### config.mk
export PLATFORM = sky130hd
export DESIGN_NAME = tsr_core
export DESIGN_NICKNAME = d
export VERILOG_FILES = /design/src/hw/tsr_pkg.sv /design/src/hw/tsr_core.sv
export SDC_FILE = /design/constraint.sdc
export NUM_CORES = 1
export LEC_CHECK = 0
export ABC_AREA = 1
export ABC_CLOCK_PERIOD_IN_PS = 6900
export BUFFER_PORTS_ARGS = -buffer_cell sky130_fd_sc_hd__buf_2
export CORE_UTILIZATION = 25
export CTS_BUF_LIST = sky130_fd_sc_hd__clkbuf_4
export DETAILED_ROUTE_END_ITERATION = 8
export GPL_ROUTABILITY_DRIVEN = 1
export GPL_TIMING_DRIVEN = 0
export HOLD_SLACK_MARGIN = 0.08
export PLACE_DENSITY = 0.48
export RECOVER_POWER = 100
export SLEW_MARGIN = 10
export SYNTH_ARGS = -nofsm -noshare
export SYNTH_HDL_FRONTEND = slang
export SYNTH_SLANG_ARGS = --single-unit
### constraint.sdc
create_clock -name ref_clk -period 6.9 [get_ports ref_clk]
set_clock_uncertainty 0.15 [all_clocks]
set_input_delay 0.69 -clock ref_clk [delete_from_list [all_inputs] [get_ports ref_clk]]
set_output_delay 0.69 -clock ref_clk [all_outputs]
set_load 0.01 [all_outputs]
### src/hw/tsr_pkg.sv
// package for the temperature sensor init and result core
// Operation
// init period ignores bus; host waits
// after init, idle until bus reset
// restore short address, thresholds, offset
// restore io configuration from storage
// restore both configuration registers
// arbitration field 10b/11b selects arbitration search
// fast speed unless first reset standard (code also needs the config2 fast bit set)
// restore protection bits, apply write protect
// on supply loss keep settings, continue
// brown-out turns off; next start bus-powered
// host keeps line idle during conversions
// convert on command, after presence, continuous
// conversion end updates result and status
// encoding select bit, legacy after restore (code loads the bit from nvImage.config1)
// precision: 16-bit two's complement result
// legacy: 12-bit, sign-extended five bits
// result reads zero before first conversion
// legacy overrange saturates, no wrap
// add stored offset before storing result
package tsr_pkg;
    // register byte addresses
    localparam logic [7:0] REG_RESULT_LO = 8'h00;
    localparam logic [7:0] REG_RESULT_HI = 8'h04;
    localparam logic [7:0] REG_STATUS = 8'h08;
    localparam logic [7:0] REG_IRQ_MASK = 8'h0C;
    localparam logic [7:0] REG_CONFIG1 = 8'h10;
    localparam logic [7:0] REG_CONFIG2 = 8'h14;
    localparam logic [7:0] REG_OFFSET = 8'h18;
    localparam logic [7:0] REG_ALERT_LO = 8'h1C;
    localparam logic [7:0] REG_ALERT_HI = 8'h20;
    localparam logic [7:0] REG_SHORT_ADDR = 8'h24;
    localparam logic [7:0] REG_IO_CONFIG = 8'h28;
    localparam logic [7:0] REG_PROTECT = 8'h2C;
    localparam logic [7:0] REG_CONTROL = 8'h30;
    localparam logic [7:0] REG_DEVICE_ID = 8'h34;
    // field positions
    localparam int CFG1_FMT_BIT = 0;
    localparam int CFG1_AUTO_BIT = 1;
    localparam int CFG2_ARB_LSB = 0;
    localparam int CFG2_FAST_BIT = 2;
    localparam int ST_DONE_BIT = 0;
    localparam int ST_INIT_BIT = 1;
    localparam int ST_BROWN_BIT = 2;
    localparam int ST_RESET_BIT = 3;
    localparam int CTL_CONVERT_BIT = 0;
    // reset value, legacy limits and device id
    localparam logic [15:0] RESULT_RESET = 16'h0000;
    localparam logic [15:0] LEGACY_MAX = 16'h07FF;
    localparam logic [15:0] LEGACY_MIN = 16'hF800;
    localparam logic [31:0] DEVICE_ID_VALUE = 32'h0000_00A5; // arbitrary value
    // timing and storage word count
    localparam int CLK_HZ = 50_000_000;
    localparam int INIT_TIME_US = 1000;
    localparam int INIT_CYCLES = (INIT_TIME_US * (CLK_HZ / 1_000_000));
    localparam int CONV_TIME_US = 5500;
    localparam int CONV_CYCLES = (CONV_TIME_US * (CLK_HZ / 1_000_000));
    localparam int NV_WORDS = 9;

    typedef enum {ST_POWER_OFF, ST_RESTORE, ST_INIT_WAIT, ST_WAIT_RESET, ST_ACTIVE} tsr_state_t;

    typedef struct packed {
        logic [7:0] shortAddr;
        logic [15:0] alertLo;
        logic [15:0] alertHi;
        logic [15:0] offset;
        logic [7:0] ioConfig;
        logic [7:0] config1;
        logic [7:0] config2;
        logic [7:0] protect;
    } tsr_nv_image_t;

    typedef struct packed {
        logic valid;
        logic [15:0] value;
    } tsr_sample_t;
endpackage

### src/hw/tsr_core.sv
// temperature sensor init, power mode and result core
//
// Implementation choices: the Avalon-MM slave port and the register addresses.
`timescale 1ns/10ps
module tsr_core import tsr_pkg::*; #(
    parameter int INIT_CYC = INIT_CYCLES,
    parameter int CONV_CYC = CONV_CYCLES
) (
    // clock and reset
    input wire logic ref_clk,
    input wire logic arst_n,
    // avalon-mm slave
    input wire logic [7:0] avsAddress,
    input wire logic avsRead,
    input wire logic avsWrite,
    input wire logic [31:0] avsWriteData,
    input wire logic [3:0] avsByteEnable,
    output logic [31:0] avsReadData,
    output logic avsWaitRequest,
    // power and storage
    input wire logic supplyGood,
    input wire logic vddPresent,
    input wire logic brownOut,
    input wire tsr_nv_image_t nvImage,
    // link events from bit engine
    input wire logic busResetSeen,
    input wire logic busResetStandard,
    input wire logic presenceDone,
    input wire logic convertCommand,
    // converter
    input wire tsr_sample_t rawSample,
    output logic convStart,
    // status to link logic
    output logic linkEnable,
    output logic fastSpeed,
    output logic searchArbitration,
    output logic busPowered,
    output logic [7:0] writeProtect,
    output logic [7:0] shortAddress,
    output logic [7:0] ioConfig,
    output logic shutdown,
    output logic irq
);
    if (INIT_CYC < 1 || CONV_CYC < 1) begin : g_badCycles
        $error("cycle counts must be positive");
    end

    logic rstS1, rstS2, rst;
    always_ff @(posedge ref_clk or negedge arst_n) begin
        if (!arst_n) begin
            rstS1 <= 1'b0;
            rstS2 <= 1'b0;
        end else begin
            rstS1 <= 1'b1;
            rstS2 <= rstS1;
        end
    end
    assign rst = ~rstS2;

    tsr_state_t state_q;
    logic [31:0] initCnt_q;
    logic [31:0] convCnt_q;
    logic converting_q;
    logic firstReset_q;
    logic busModeNext_q;
    logic [7:0] cfg1_q, cfg2_q, prot_q, ioCfg_q, shortAddr_q;
    logic [15:0] offset_q, alertLo_q, alertHi_q, result_q;
    logic [3:0] status_q, mask_q;
    logic [31:0] rdata_q;
    logic wait_q;

    wire busWr = avsWrite & wait_q;
    wire running = (state_q == ST_ACTIVE);
    wire lowByteWr = busWr & avsByteEnable[0];
    wire [1:0] arbField = cfg2_q[CFG2_ARB_LSB +: 2];

    // power state machine
    always_ff @(posedge ref_clk or posedge rst) begin
        if (rst) begin
            state_q <= ST_POWER_OFF;
            initCnt_q <= '0;
        end else begin
            case (state_q)
                ST_POWER_OFF: begin
                    if (supplyGood && !brownOut) begin
                        state_q <= ST_RESTORE;
                    end
                end
                ST_RESTORE: begin
                    state_q <= ST_INIT_WAIT;
                    initCnt_q <= '0;
                end
                ST_INIT_WAIT: begin
                    initCnt_q <= initCnt_q + 32'h0000_0001;
                    if (initCnt_q >= INIT_CYC - 1) begin
                        state_q <= ST_WAIT_RESET;
                    end
                end
                ST_WAIT_RESET: begin
                    if (busResetSeen) begin
                        state_q <= ST_ACTIVE;
                    end
                end
                ST_ACTIVE: begin
                    state_q <= ST_ACTIVE;
                end
                default: begin
                    state_q <= ST_POWER_OFF;
                end
            endcase
            if (brownOut && state_q != ST_POWER_OFF) begin
                state_q <= ST_POWER_OFF;
            end
        end
    end

    // bus powered on next start after brown-out; loss of supply keeps settings
    always_ff @(posedge ref_clk or posedge rst) begin
        if (rst) begin
            busModeNext_q <= 1'b0;
        end else if (brownOut) begin
            busModeNext_q <= 1'b1;
        end else if (state_q == ST_RESTORE) begin
            busModeNext_q <= busModeNext_q | ~vddPresent;
        end else if (running) begin
            busModeNext_q <= ~vddPresent;
        end
    end

    // fast speed from the stored config2 speed bit, cleared if the first reset came at standard speed
    always_ff @(posedge ref_clk or posedge rst) begin
        if (rst) begin
            firstReset_q <= 1'b1;
            fastSpeed <= 1'b0;
        end else if (state_q == ST_RESTORE) begin
            firstReset_q <= 1'b1;
            fastSpeed <= nvImage.config2[CFG2_FAST_BIT];
        end else if (busResetSeen && firstReset_q && state_q == ST_WAIT_RESET) begin
            firstReset_q <= 1'b0;
            fastSpeed <= cfg2_q[CFG2_FAST_BIT] & ~busResetStandard;
        end
    end

    // configuration registers: restore or software write
    always_ff @(posedge ref_clk or posedge rst) begin
        if (rst) begin
            shortAddr_q <= '0;
            alertLo_q <= '0;
            alertHi_q <= '0;
            offset_q <= '0;
            ioCfg_q <= '0;
            cfg1_q <= '0;
            cfg2_q <= '0;
            prot_q <= '0;
            mask_q <= '0;
        end else if (state_q == ST_RESTORE) begin
            shortAddr_q <= nvImage.shortAddr;
            alertLo_q <= nvImage.alertLo;
            alertHi_q <= nvImage.alertHi;
            offset_q <= nvImage.offset;
            ioCfg_q <= nvImage.ioConfig;
            cfg1_q <= nvImage.config1;
            cfg2_q <= nvImage.config2;
            prot_q <= nvImage.protect;
        end else if (lowByteWr) begin
            case (avsAddress)
                REG_CONFIG1: cfg1_q <= avsWriteData[7:0];
                REG_CONFIG2: cfg2_q <= avsWriteData[7:0];
                REG_OFFSET: offset_q <= avsWriteData[15:0];
                REG_ALERT_LO: alertLo_q <= avsWriteData[15:0];
                REG_ALERT_HI: alertHi_q <= avsWriteData[15:0];
                REG_SHORT_ADDR: shortAddr_q <= avsWriteData[7:0];
                REG_IO_CONFIG: ioCfg_q <= avsWriteData[7:0];
                REG_PROTECT: prot_q <= avsWriteData[7:0];
                REG_IRQ_MASK: mask_q <= avsWriteData[3:0];
                default: ;
            endcase
        end
    end

    // conversion start and timer
    wire swConvert = lowByteWr && avsAddress == REG_CONTROL && avsWriteData[CTL_CONVERT_BIT];
    wire autoConv = cfg1_q[CFG1_AUTO_BIT];
    wire startReq = running && !converting_q &&
        ((!autoConv && (convertCommand || swConvert)) || (autoConv && presenceDone) || vddPresent);
    always_ff @(posedge ref_clk or posedge rst) begin
        if (rst) begin
            converting_q <= 1'b0;
            convCnt_q <= '0;
            convStart <= 1'b0;
        end else begin
            convStart <= startReq;
            if (!running) begin
                converting_q <= 1'b0;
            end else if (startReq) begin
                converting_q <= 1'b1;
                convCnt_q <= '0;
            end else if (converting_q && rawSample.valid) begin
                converting_q <= 1'b0;
            end else if (converting_q) begin
                convCnt_q <= convCnt_q + 32'h0000_0001;
            end
        end
    end

    // result formatting with offset
    logic [16:0] sum;
    logic [15:0] formatted;
    always_comb begin
        sum = {rawSample.value[15], rawSample.value} + {offset_q[15], offset_q};
        if (sum[16] != sum[15]) begin
            formatted = sum[16] ? 16'h8000 : 16'h7FFF;
        end else begin
            formatted = sum[15:0];
        end
        if (!cfg1_q[CFG1_FMT_BIT]) begin
            if ($signed(formatted) > $signed({LEGACY_MAX[12:0], 3'h7})) begin
                formatted = LEGACY_MAX;
            end else if ($signed(formatted) < $signed({LEGACY_MIN[12:0], 3'h0})) begin
                formatted = LEGACY_MIN;
            end else begin
                formatted = {{5{formatted[15]}}, formatted[13:3]};
            end
        end
    end

    wire convDone = converting_q && rawSample.valid && running;
    always_ff @(posedge ref_clk or posedge rst) begin
        if (rst) begin
            result_q <= RESULT_RESET;
        end else if (state_q == ST_RESTORE) begin
            result_q <= RESULT_RESET;
        end else if (convDone) begin
            result_q <= formatted;
        end
    end

    // sticky status, write one to clear, set wins
    logic [3:0] evt;
    assign evt = {busResetSeen & running, state_q == ST_INIT_WAIT && initCnt_q >= INIT_CYC - 1,
        brownOut, convDone};
    always_ff @(posedge ref_clk or posedge rst) begin
        if (rst) begin
            status_q <= '0;
        end else begin
            status_q <= (status_q & ~((lowByteWr && avsAddress == REG_STATUS) ? avsWriteData[3:0] : 4'h0))
                | evt;
        end
    end

    // avalon slave: one wait cycle, then answer
    always_ff @(posedge ref_clk or posedge rst) begin
        if (rst) begin
            wait_q <= 1'b0;
            avsWaitRequest <= 1'b1;
            rdata_q <= '0;
        end else begin
            wait_q <= (avsRead | avsWrite) & ~wait_q;
            avsWaitRequest <= ~((avsRead | avsWrite) & ~wait_q);
            if ((avsRead | avsWrite) & ~wait_q) begin
                case (avsAddress)
                    REG_RESULT_LO: rdata_q <= {24'h0, result_q[7:0]};
                    REG_RESULT_HI: rdata_q <= {24'h0, result_q[15:8]};
                    REG_STATUS: rdata_q <= {28'h0, status_q};
                    REG_IRQ_MASK: rdata_q <= {28'h0, mask_q};
                    REG_CONFIG1: rdata_q <= {24'h0, cfg1_q};
                    REG_CONFIG2: rdata_q <= {24'h0, cfg2_q};
                    REG_OFFSET: rdata_q <= {16'h0, offset_q};
                    REG_ALERT_LO: rdata_q <= {16'h0, alertLo_q};
                    REG_ALERT_HI: rdata_q <= {16'h0, alertHi_q};
                    REG_SHORT_ADDR: rdata_q <= {24'h0, shortAddr_q};
                    REG_IO_CONFIG: rdata_q <= {24'h0, ioCfg_q};
                    REG_PROTECT: rdata_q <= {24'h0, prot_q};
                    REG_CONTROL: rdata_q <= {30'h0, converting_q, running};
                    REG_DEVICE_ID: rdata_q <= DEVICE_ID_VALUE;
                    default: rdata_q <= 32'h0000_0000;
                endcase
            end
        end
    end
    assign avsReadData = rdata_q;

    // registered outputs
    always_ff @(posedge ref_clk or posedge rst) begin
        if (rst) begin
            linkEnable <= 1'b0;
            searchArbitration <= 1'b0;
            busPowered <= 1'b0;
            writeProtect <= '0;
            shortAddress <= '0;
            ioConfig <= '0;
            shutdown <= 1'b1;
            irq <= 1'b0;
        end else begin
            linkEnable <= (state_q == ST_WAIT_RESET) || running;
            searchArbitration <= arbField[1];
            busPowered <= busModeNext_q;
            writeProtect <= prot_q;
            shortAddress <= shortAddr_q;
            ioConfig <= ioCfg_q;
            shutdown <= (state_q == ST_POWER_OFF);
            irq <= |(status_q & mask_q);
        end
    end
endmodule

# Word-level counts from Yosys, hierarchy flattened

Cells that the tools add are included.

Logic and storage cells: 176
Input bits: 160
Bits in registers: 246

Reduce and logical (&&, ||, !) cells: 49
Bitwise operators: 16
Magnitude comparators: 3
Multiplexer cells: 49
Equal/unequal tests: 26
Add/sub/neg operators: 2

Operators by type and width:

| operator                                                                        | count |
|---|---|
| 16-bit 2-to-1 mux                                                               | 16 |
| 16-bit one-hot mux with 14 select lines                                         | 1 |
| 32-bit one-hot mux with 5 select lines                                          | 1 |
| 32-bit 2-to-1 mux                                                               | 4 |
| 8-bit 2-to-1 mux                                                                | 15 |
| 32-bit by 2-bit equality test with 1-bit output (second input constant)         | 3 |
| 32-bit by 3-bit equality test with 1-bit output (second input constant)         | 3 |
| 32-bit logical NOT                                                              | 2 |
| 32-bit one-hot mux with 2 select lines                                          | 1 |
| 8-bit by 6-bit equality test with 1-bit output (second input constant)          | 6 |
| 32-bit by 1-bit adder with 32-bit output (second input constant)                | 1 |
| 32-bit by 1-bit equality test with 1-bit output (second input constant)         | 1 |
| 32-bit by 4-bit equality test with 1-bit output (second input constant)         | 1 |
| 8-bit by 5-bit equality test with 1-bit output (second input constant)          | 4 |
| 32-bit by 16-bit >= comparator with 1-bit output (second input constant)        | 1 |
| 32-bit nonzero test                                                             | 1 |
| 2-bit nonzero test                                                              | 12 |
| 16-bit by 16-bit adder with 17-bit output                                       | 1 |
| 8-bit by 4-bit equality test with 1-bit output (second input constant)          | 2 |
| 16-bit by 15-bit > comparator with 1-bit output (second input constant)         | 1 |
| 16-bit by 15-bit less-than comparator with 1-bit output (second input constant) | 1 |
| 2-bit AND reduction                                                             | 8 |
| 1-bit logical AND                                                               | 14 |
| 1-bit 2-to-1 mux                                                                | 10 |
| 17 further kinds                                                                | 35 |

# Longest topological paths before layout

Gate-level depths: netlist (run 1).

Depth after elaboration: 11
Mapped depth: 22
Depth with buffers taken out: 20

# Worst setup path after synthesis (run 1)

No wires, ideal clock.

Path kind: input-to-reg
Start point: in rawSample[0] in the netlist's numbering
End point: reg result_q[1]
Path buffers: 2
Arrival: 3.181 ns
Stages on the path: 20
Setup slack: 3.504 ns
Cell sequence: ha_1 -> fa_1 -> nand2_1 -> nand2_1 -> nand3_1 -> nand2_1 -> nand2_1 -> nand3_1 -> and2_1 -> ha_1 -> buf_2 -> clkinv_1 -> nand3_1 -> nand3_1 -> nand2_1 -> inv_2 -> buf_6 -> nand2_1 -> nand2_1 -> nand2_1

Cells in the longest elaborated chain, start to end: 9

Ends and longest elaborated chain:

| item                                                    | line                             | text |
|---|---|---|
| from (decl)                                             | tsr_core.sv:31                   | `input wire tsr_sample_t rawSample,` |
| 16-bit by 16-bit adder with 17-bit output (*)           | tsr_core.sv:210                  | `sum = {rawSample.value[15], rawSample.value} + {offset_q[15], offset_q};` |
| 16-bit 2-to-1 mux or 1-bit != test (tied branches)      | tsr_core.sv:212, tsr_core.sv:211 |  |
| 16-bit 2-to-1 mux (*)                                   | tsr_core.sv:211                  | `if (sum[16] != sum[15]) begin` |
| 16-bit by 15-bit less-than comparator with 1-bit output | tsr_core.sv:219                  | `end else if ($signed(formatted) < $signed({LEGACY_MIN[12:0], 3'h0})) begin` |
| 16-bit 2-to-1 mux                                       | tsr_core.sv:219                  |  |
| 16-bit 2-to-1 mux                                       | tsr_core.sv:217                  | `if ($signed(formatted) > $signed({LEGACY_MAX[12:0], 3'h7})) begin` |
| 16-bit 2-to-1 mux (*)                                   | tsr_core.sv:216                  | `if (!cfg1_q[CFG1_FMT_BIT]) begin` |
| 16-bit 2-to-1 mux (*)                                   | tsr_core.sv:233                  | `end else if (convDone) begin` |
| 16-bit 2-to-1 mux (*)                                   | tsr_core.sv:231                  | `end else if (state_q == ST_RESTORE) begin` |
| to (signal assigned)                                    | tsr_core.sv:234                  | `result_q <= formatted;` |
| to (decl)                                               | tsr_core.sv:67                   | `logic [15:0] offset_q, alertLo_q, alertHi_q, result_q;` |

Every way passes the cells marked *; elsewhere a longest branch is shown, timed or not. The select of a mux whose other input is x is not followed.
A chain may end at the register's enable or synchronous reset.

==> reports/qor.txt, run 1 <==
CP required = 7.23 ns
DRT Pass-1 Iters = 5
Synthesized instance count = 1396
Largest net degree at the start of global routing = 50
Net Sw Frac = 45.7%
Worst-path cell chain = clkbuf_1 -> buf_16 -> clkbuf_1
Most frequent cells in the layout = nand2_1 (454), dfrtp_1 (197), inv_1 (152)
EDFF count, synth = 0
Hold Vio Cnt, Final = 0
Fin nets = 1961
Syn Area/Cell = 7.78 sq um
Die X = 210 um
Num ports = 224
Gate power share = 45.7%
Overflow after GRT = 0
Final critical-path share of the clock period = 67.2%
DRC violation count after routing = 0
Synth Cell Area = 10900 sq um
Type of the worst setup path = reg2async
Post-DP HPWL = 33600 um
R2R setup slack = 2.26 ns
Die Area = 44300 sq um
Post-synthesis mux area share = 0.184%
Area grow syn2layout = 33.4%
Nature of the critical path endpoint = async pin
Int Pwr = 2980 uW
Total GRT Usage = 20.0%
Antenna-violating nets left = 0
Max Root-Sink Buffers = 3
Prevailing post-synth register cell = dfrtp_1
Reg2Reg Depth = 3
Synth Register Bits = 201
Clock share of power = 21.2%
Max_cap viols = 2
1st-iter DRT viols = 670
CP max FO = 49
Compound-cell area share of the yosys netlist = 13.7%
Initial antenna violation count = 1
Slew Limit Fails = 81
Synth Warn # = 0
HP Start = avsWriteData[12]
CP delay by family, top = buffers and inverters
Number of port buffers = 188
Vias in the first global route = 11200
Clk sinks = 201
Reg2reg end = alertHi_q[2]$_DFFE_PN0P_
Clock Pin Slew Worst Setup and Hold Paths = 0.07 ns
Starting Density = 25.3%
Share of cells above drive strength 1 = 17.3%
Global-route wire length before repair = 66000 um
Final setup violation count = 0
Fmax = 216 MHz
Total power = 5500 uW
Most used cell, CP = clkbuf_1
Vertical die dimension = 210 um
Netlist cell types = 56
Total routed wirelength = 44200 um
Crit path max-delay cell type = clkbuf_1
Hold WS = 0.149 ns
Worst hold path stage count = 3
Sequential Power Share = 33.1%
Vias = 11200
Hold Crit Endpoint = alertLo_q[12]$_DFFE_PN0P_
CTS tree = yes
Adder-Cell Fraction of Synth Area = 2.37%
Unrepaired setup endpoints after global routing = no
Leak = 0.00694 uW
Area of the core = 43000 sq um
DR WL/cell = 18.3 um
Xor/xnor share of the synthesized area = 1.05%
Num CTS Buffers = 60
Critical R2R Launch = rstS2$_DFF_PN0_
Most common cell after layout, fill and taps aside = nand2_1
Buf/Inv on CP = 3
Clock Latency Late Sink = 0.79 ns
# rows = 76
Simple-Gate Fraction of Synth Area = 27.7%
Worst setup SP type = flop
Slowest stage delay, CP = 2.10 ns
Main combinational cell family by area after synthesis = simple AND/OR/NAND/NOR gates
Switching Power = 2510 uW
Worst Tran Pin Value = 2.97 ns
Setup Fix Bufs, Post-CTS = 0
Register area share after synthesis = 46.3%
Worst vdd ir = 0.149 mV
PwrDens = 379 nW/um^2
Period minus WS final = 4.64 ns
WP data arrival = 4.97 ns
H-tree levels = 2
GPL Wtd Cong = 0.897
Via/cell ratio = 4.64
Post-CTS Resized = 0
FFs w/ async S/R, synth = 100%
Root Buffer = clkbuf_4
Failing checks = max-capacitance violations, max-slew violations
Status = finished with violations
Slew headroom = -98.0%
Worst hold path class = in2reg
## worst reg2reg max path, stage by stage (launching register included)
cell and delay (ns):
dfrtp_4 0.41, clkbuf_1 2.10, buf_16 0.29, clkbuf_1 1.43
## power by group through the flow
stage                     combinational (uW)  sequential [uW]  clock (uW)
after floorplan                         1620             1780           0
after global placement                  2420             1850           0
after detailed placement                2460             1840           0
after CTS                               2590             1810        1210
after global routing                    2840             1850        1270
final                                   2510             1820        1160
## cells by family after synthesis
group / after synthesis
adders and majority gates: 20
DFF: 201
muxes: 2
other: 2
and+or+nand+nor: 702
buffers and inverters: 218
AOI/OAI and AO/OA: 238
xor gates and xnor gates: 13
## repair_timing
| item | CTS | global route |
|---|---|---|
| hold endpoints to repair | 114 | 0 |
| hold buffers | 115 | 0 |
| endpoints found under the setup margin | 0 | 0 |
## layout make-up
| cell class | count | area (sq um) |
|---|---|---|
| Fill cell | 4743 | 28500 |
| Sequential cell | 201 | 5040 |
| Multi-Input combinational cell | 992 | 4930 |
| Timing Repair Buffer | 308 | 2110 |
| Tap cell | 585 | 732 |
| Clock buffer | 88 | 661 |
| Inverter | 167 | 627 |
| Buffer | 51 | 288 |
| Clock inverter | 24 | 105 |
| Antenna cell | 2 | 5.00 |
## layer usage
metal,GRT usage (%),wire length (um),share of wire (%)
met5,0,0,0
met4,8.87,1710,3.9
met3,2.99,2350,5.3
met2,34.2,21600,49
met1,24.9,18500,42
## flip-flops by register name, indices dropped and copies added, names as in the netlist, 16 cells and up
| name | count |
|---|---|
| initCnt_q | 32 |
| alertHi_q | 16 |
| alertLo_q | 16 |
| avsReadData | 16 |
| offset_q | 16 |
| result_q | 16 |
## through the flow
stage | instance area [sq um] | cells | utilization [%] | setup WS (ns) | TNS, ns
floorplan | 10900 | 1411 | - | 0.739 | 0
global placement | 12600 | 2184 | 29.3 | -2.24 | -434.16
detailed placement | 12700 | 2189 | 29.6 | 2.67 | 0
CTS | 14600 | 2416 | 34.0 | 2.97 | 0
global route | 14500 | 2417 | 33.7 | 1.47 | 0
finish | 14500 | 2418 | 33.7 | 2.26 | 0
## how the worst max path moves through the flow
stage	slack, ns	endpoint	cells past startpoint	start
floorplan	0.74	alertHi_q[0]$_DFFE_PN0P_	0	rstS2$_DFF_PN0_
global placement	-2.24	ioConfig[3]$_DFF_PN0_	0	rstS2$_DFF_PN0_
detailed placement	2.67	result_q[1]$_DFFE_PN0P_	23	rawSample[2]
CTS	2.97	result_q[1]$_DFFE_PN0P_	22	offset_q[1]$_DFFE_PN0P_
global route	1.47	alertHi_q[2]$_DFFE_PN0P_	3	rstS2$_DFF_PN0_
finish	2.26	alertHi_q[2]$_DFFE_PN0P_	3	rstS2$_DFF_PN0_
## Yosys cell counts, drive strengths merged (2+ instances only)
master   count  share of area, %
nand2      459                16
dfrtp      198                46
inv        164               5.7
nor2       126               5.1
o21ai       60               2.8
nand3       57               3.0
a31oi       50               2.9
a21oi       45               2.1
buf         42               2.5
o211ai      28               1.9
nor3        27               1.5
ha          19               2.2
nand4       17              0.98
a22o        11              0.89
a22oi       11              0.76
o22ai       11              0.63
xor2        10              0.81
clkbuf       9              0.31
nor4         6              0.40
a221oi       4              0.32
a32oi        4              0.32
and2         3              0.17
clkinv       3              0.10
dfstp        3              0.73
o21bai       3              0.21
or2          3              0.17
xnor2        3              0.24
conb         2             0.069
mux2i        2              0.18
nand3b       2              0.14
o2111a       2              0.21
o2111ai      2              0.16
o31ai        2              0.14
Power figures use the tool's default switching activity.
==> inputs of run 2 (changes only) <==
--- a/config.mk
+++ b/config.mk
@@ -6,7 +6,7 @@
 export NUM_CORES = 1
 export LEC_CHECK = 0
 export ABC_AREA = 1
-export ABC_CLOCK_PERIOD_IN_PS = 6900
+export ABC_CLOCK_PERIOD_IN_PS = 4100
 export BUFFER_PORTS_ARGS = -buffer_cell sky130_fd_sc_hd__buf_2
 export CORE_UTILIZATION = 25
 export CTS_BUF_LIST = sky130_fd_sc_hd__clkbuf_4
@@ -14,7 +14,7 @@
 export GPL_ROUTABILITY_DRIVEN = 1
 export GPL_TIMING_DRIVEN = 0
 export HOLD_SLACK_MARGIN = 0.08
-export PLACE_DENSITY = 0.48
+export PLACE_DENSITY = 0.49
 export RECOVER_POWER = 100
 export SLEW_MARGIN = 10
 export SYNTH_ARGS = -nofsm -noshare
==> constraint.sdc (replaced) <==
create_clock -name ref_clk -period 4.1 [get_ports ref_clk]
set_clock_uncertainty 0.15 [all_clocks]
set_input_delay 0.41 -clock ref_clk [delete_from_list [all_inputs] [get_ports ref_clk]]
set_output_delay 0.41 -clock ref_clk [all_outputs]
set_load 0.01 [all_outputs]
==> run 2 against run 1 <==
Net effect:
- the run still ends with max-capacitance violations, max-slew violations left
- first-iteration DRC count increased by 16%
- global-route usage about the same
- critical path depth increased by 7
- wire length decreased by 0.18%
- combinational power increased by 91%
- maximum frequency increased by 23%
- sequential power increased by 68%
- via count increased by 1.5%
- setup slack got worse by 1.9 ns
- sequential share of layout area decreased by 1.4 points
- cell area increased by 4.3%
- critical endpoint is now alertLo_q[14]$_DFFE_PN0P_
- largest power group unchanged
==> reports/qor.txt, run 2 (synthesized netlist as in run 1, its figures left out) <==
Final setup violation count = 0 (unchanged)
Vias in the first global route = 11500 (+3.3%)
1st-iter DRT viols = 780 (+16%)
Worst-path cell chain = inv_1 -> nor2_1 -> inv_1 -> nor2_1 -> inv_1 -> clkbuf_1 -> nand2_1 -> clkbuf_1 -> a31oi_1 -> dlygate4sd3_1
GPL Wtd Cong = 0.928 (+3.4%)
CP delay by family, top = buffers and inverters
Most used cell, CP = inv_1
Nature of the critical path endpoint = flop
Total GRT Usage = 20.0% (-0.028 points)
Number of port buffers = 188 (unchanged)
Vertical die dimension = 210 um (unchanged)
Overflow after GRT = 0 (unchanged)
Reg2Reg Depth = 10 (+7)
Antenna-violating nets left = 0 (unchanged)
Fmax = 265 MHz (+23%)
R2R setup slack = 0.33 ns (-1.93 ns)
WP data arrival = 4.25 ns (-0.72 ns)
Final critical-path share of the clock period = 91.9% (+25 points)
Vias = 11400 (+1.5%)
Critical path startpoint = state_q[0]$_DFFE_PN0P_
Filler cells = 4651 (-1.9%)
Num CTS Buffers = 59 (-1.7%)
Unrepaired setup endpoints after global routing = no
Total routed wirelength = 44100 um (-0.18%)
Leak = 0.00721 uW (+3.9%)
Global-route track usage on met2 = 33.8% (-0.40 points)
HP Start = avsWriteData[7]
CP max FO = 10 (-80%)
Area grow syn2layout = 39.2%
Via/cell ratio = 4.61 (-0.72%)
Hold Crit Endpoint = alertLo_q[7]$_DFFE_PN0P_
Die Area = 44300 sq um (unchanged)
Area of the core = 43000 sq um (unchanged)
Reg2reg end = alertLo_q[14]$_DFFE_PN0P_
Critical R2R Launch = state_q[0]$_DFFE_PN0P_
Fin util = 35.2% (+1.5 points)
Setup TNS = 0 ns (unchanged)
Hold Vio Cnt, Final = 0 (unchanged)
Dpl cell area = 12700 sq um (about the same)
Place WS = 0.242 ns (-2.43 ns)
Num ports = 224 (unchanged)
Worst setup SP type = flop
Worst vdd ir = 0.305 mV (+100%)
Fin nets = 2017 (+2.9%)
Met1 usage = 24.6% (-0.32 points)
Most Crowded Layer GR = met2
# rows = 76 (unchanged)
DRT Pass-1 Iters = 5 (unchanged)
DRC violation count after routing = 0 (unchanged)
Buf/Inv on CP = 6 (+3)
Failing checks = max-capacitance violations, max-slew violations
Most common cell after layout, fill and taps aside = nand2_1
Max_cap viols = 1 (-1)
Most frequent cells in the layout = nand2_1 (454), dfrtp_1 (197), dlygate4sd3_1 (170)
Worst Tran Pin Value = 2.80 ns (-0.165 ns)
Die X = 210 um (unchanged)
CTS tree = yes
Slew Limit Fails = 51 (-37%)
Biggest register = initCnt_q
CP required = 4.59 ns (-2.64 ns)
Clock Pin Slew Worst Setup and Hold Paths = 0.07 ns (about the same)
Max Root-Sink Buffers = 3 (unchanged)
Worst hold path class = in2reg
H-tree levels = 2 (unchanged)
Share of cells above drive strength 1 = 17.1% (-0.24 points)
Starting Density = 25.3% (unchanged)
Global-route wire length before repair = 66200 um (+0.34%)
Root Buffer = clkbuf_4
Initial antenna violation count = 2 (+1)
Period minus WS final = 3.77 ns (-0.873 ns)
Clk sinks = 201 (unchanged)
M3 GR Usage = 3.75% (+0.76 points)
Cell area after layout = 15100 sq um (+4.3%)
Slew headroom = -87.0% (+11 points)
Largest net degree at the start of global routing = 54 (+8.0%)
Worst hold path stage count = 3 (unchanged)
Clock Latency Late Sink = 0.81 ns (+0.02 ns)
Type of the worst setup path = reg2reg
Post-DP HPWL = 33200 um (-1.3%)
Slowest stage delay, CP = 0.64 ns (-1.46 ns)
Final setup margin = 0.333 ns (-1.93 ns)
Max reg flops = 32 (unchanged)
Status = finished with violations
Total power = 9870 uW (+80%)
Crit path max-delay cell type = nor2_1
DR WL/cell = 17.8 um (-2.4%)
PwrDens = 653 nW/um^2 (+72%)
==> run 2: worst min-delay path: stages <==
cell and delay, ns:
buf_2 0.11, nand2_1 0.34, a31oi_1 0.13
==> run 2: power breakdown <==
group / total [uW] / switching [uW] / leakage, uW / internal [uW]
logic: 4790 / 2880 / 0.00424 / 1910
registers: 3060 / 462 / 0.00250 / 2600
clock network: 2020 / 965 / 0.000468 / 1060
==> run 2: worst max path at each step <==
stage	to	slack, ns	depth (start not counted)
final	alertLo_q[14]$_DFFE_PN0P_	0.33	10
after global routing	result_q[1]$_DFFE_PN0P_	0.03	22
after CTS	result_q[1]$_DFFE_PN0P_	0.28	22
after detailed placement	result_q[1]$_DFFE_PN0P_	0.24	23
after global placement	ioConfig[3]$_DFF_PN0_	-0.91	0
after floorplan	alertHi_q[0]$_DFFE_PN0P_	0.64	0
==> run 2: metal layers <==
metal / vias up / part of all wire, %
met5: - / 0
met3: 115 / 5.8
li1: 5495 / -
met4: 0 / 4.5
met1: 5403 / 42
met2: 383 / 48
==> run 2: area by class of cell <==
| type | count | area (sq um) | area share [%] |
|---|---|---|---|
| clock buffer | 89 | 668 | 4.42 |
| antenna | 2 | 5.00 | 0.0331 |
| buffer | 51 | 285 | 1.89 |
| clock inverter | 21 | 119 | 0.786 |
| sequential | 201 | 5040 | 33.3 |
| multi-input combinational | 992 | 4940 | 32.7 |
| inverter | 167 | 631 | 4.17 |
| tap | 585 | 732 | 4.84 |
| timing repair buffer | 365 | 2700 | 17.9 |
==> run 2: metrics by stage <==
step           instances  hold WS, ns
4_1_cts             2468       0.0909
3_5_place_dp        2188      -0.0158
2_1_floorplan       1411      -0.0356
3_3_place_gp        2184       0.0468
5_1_grt             2473        0.102
6_report            2473        0.122
==> run 2: timing repair <==
item,in CTS,in global routing
buffers inserted,0,3
hold buffers,170,0
gates resized for setup,0,2
hold endpoints to repair,118,0
setup endpoints to repair,0,11
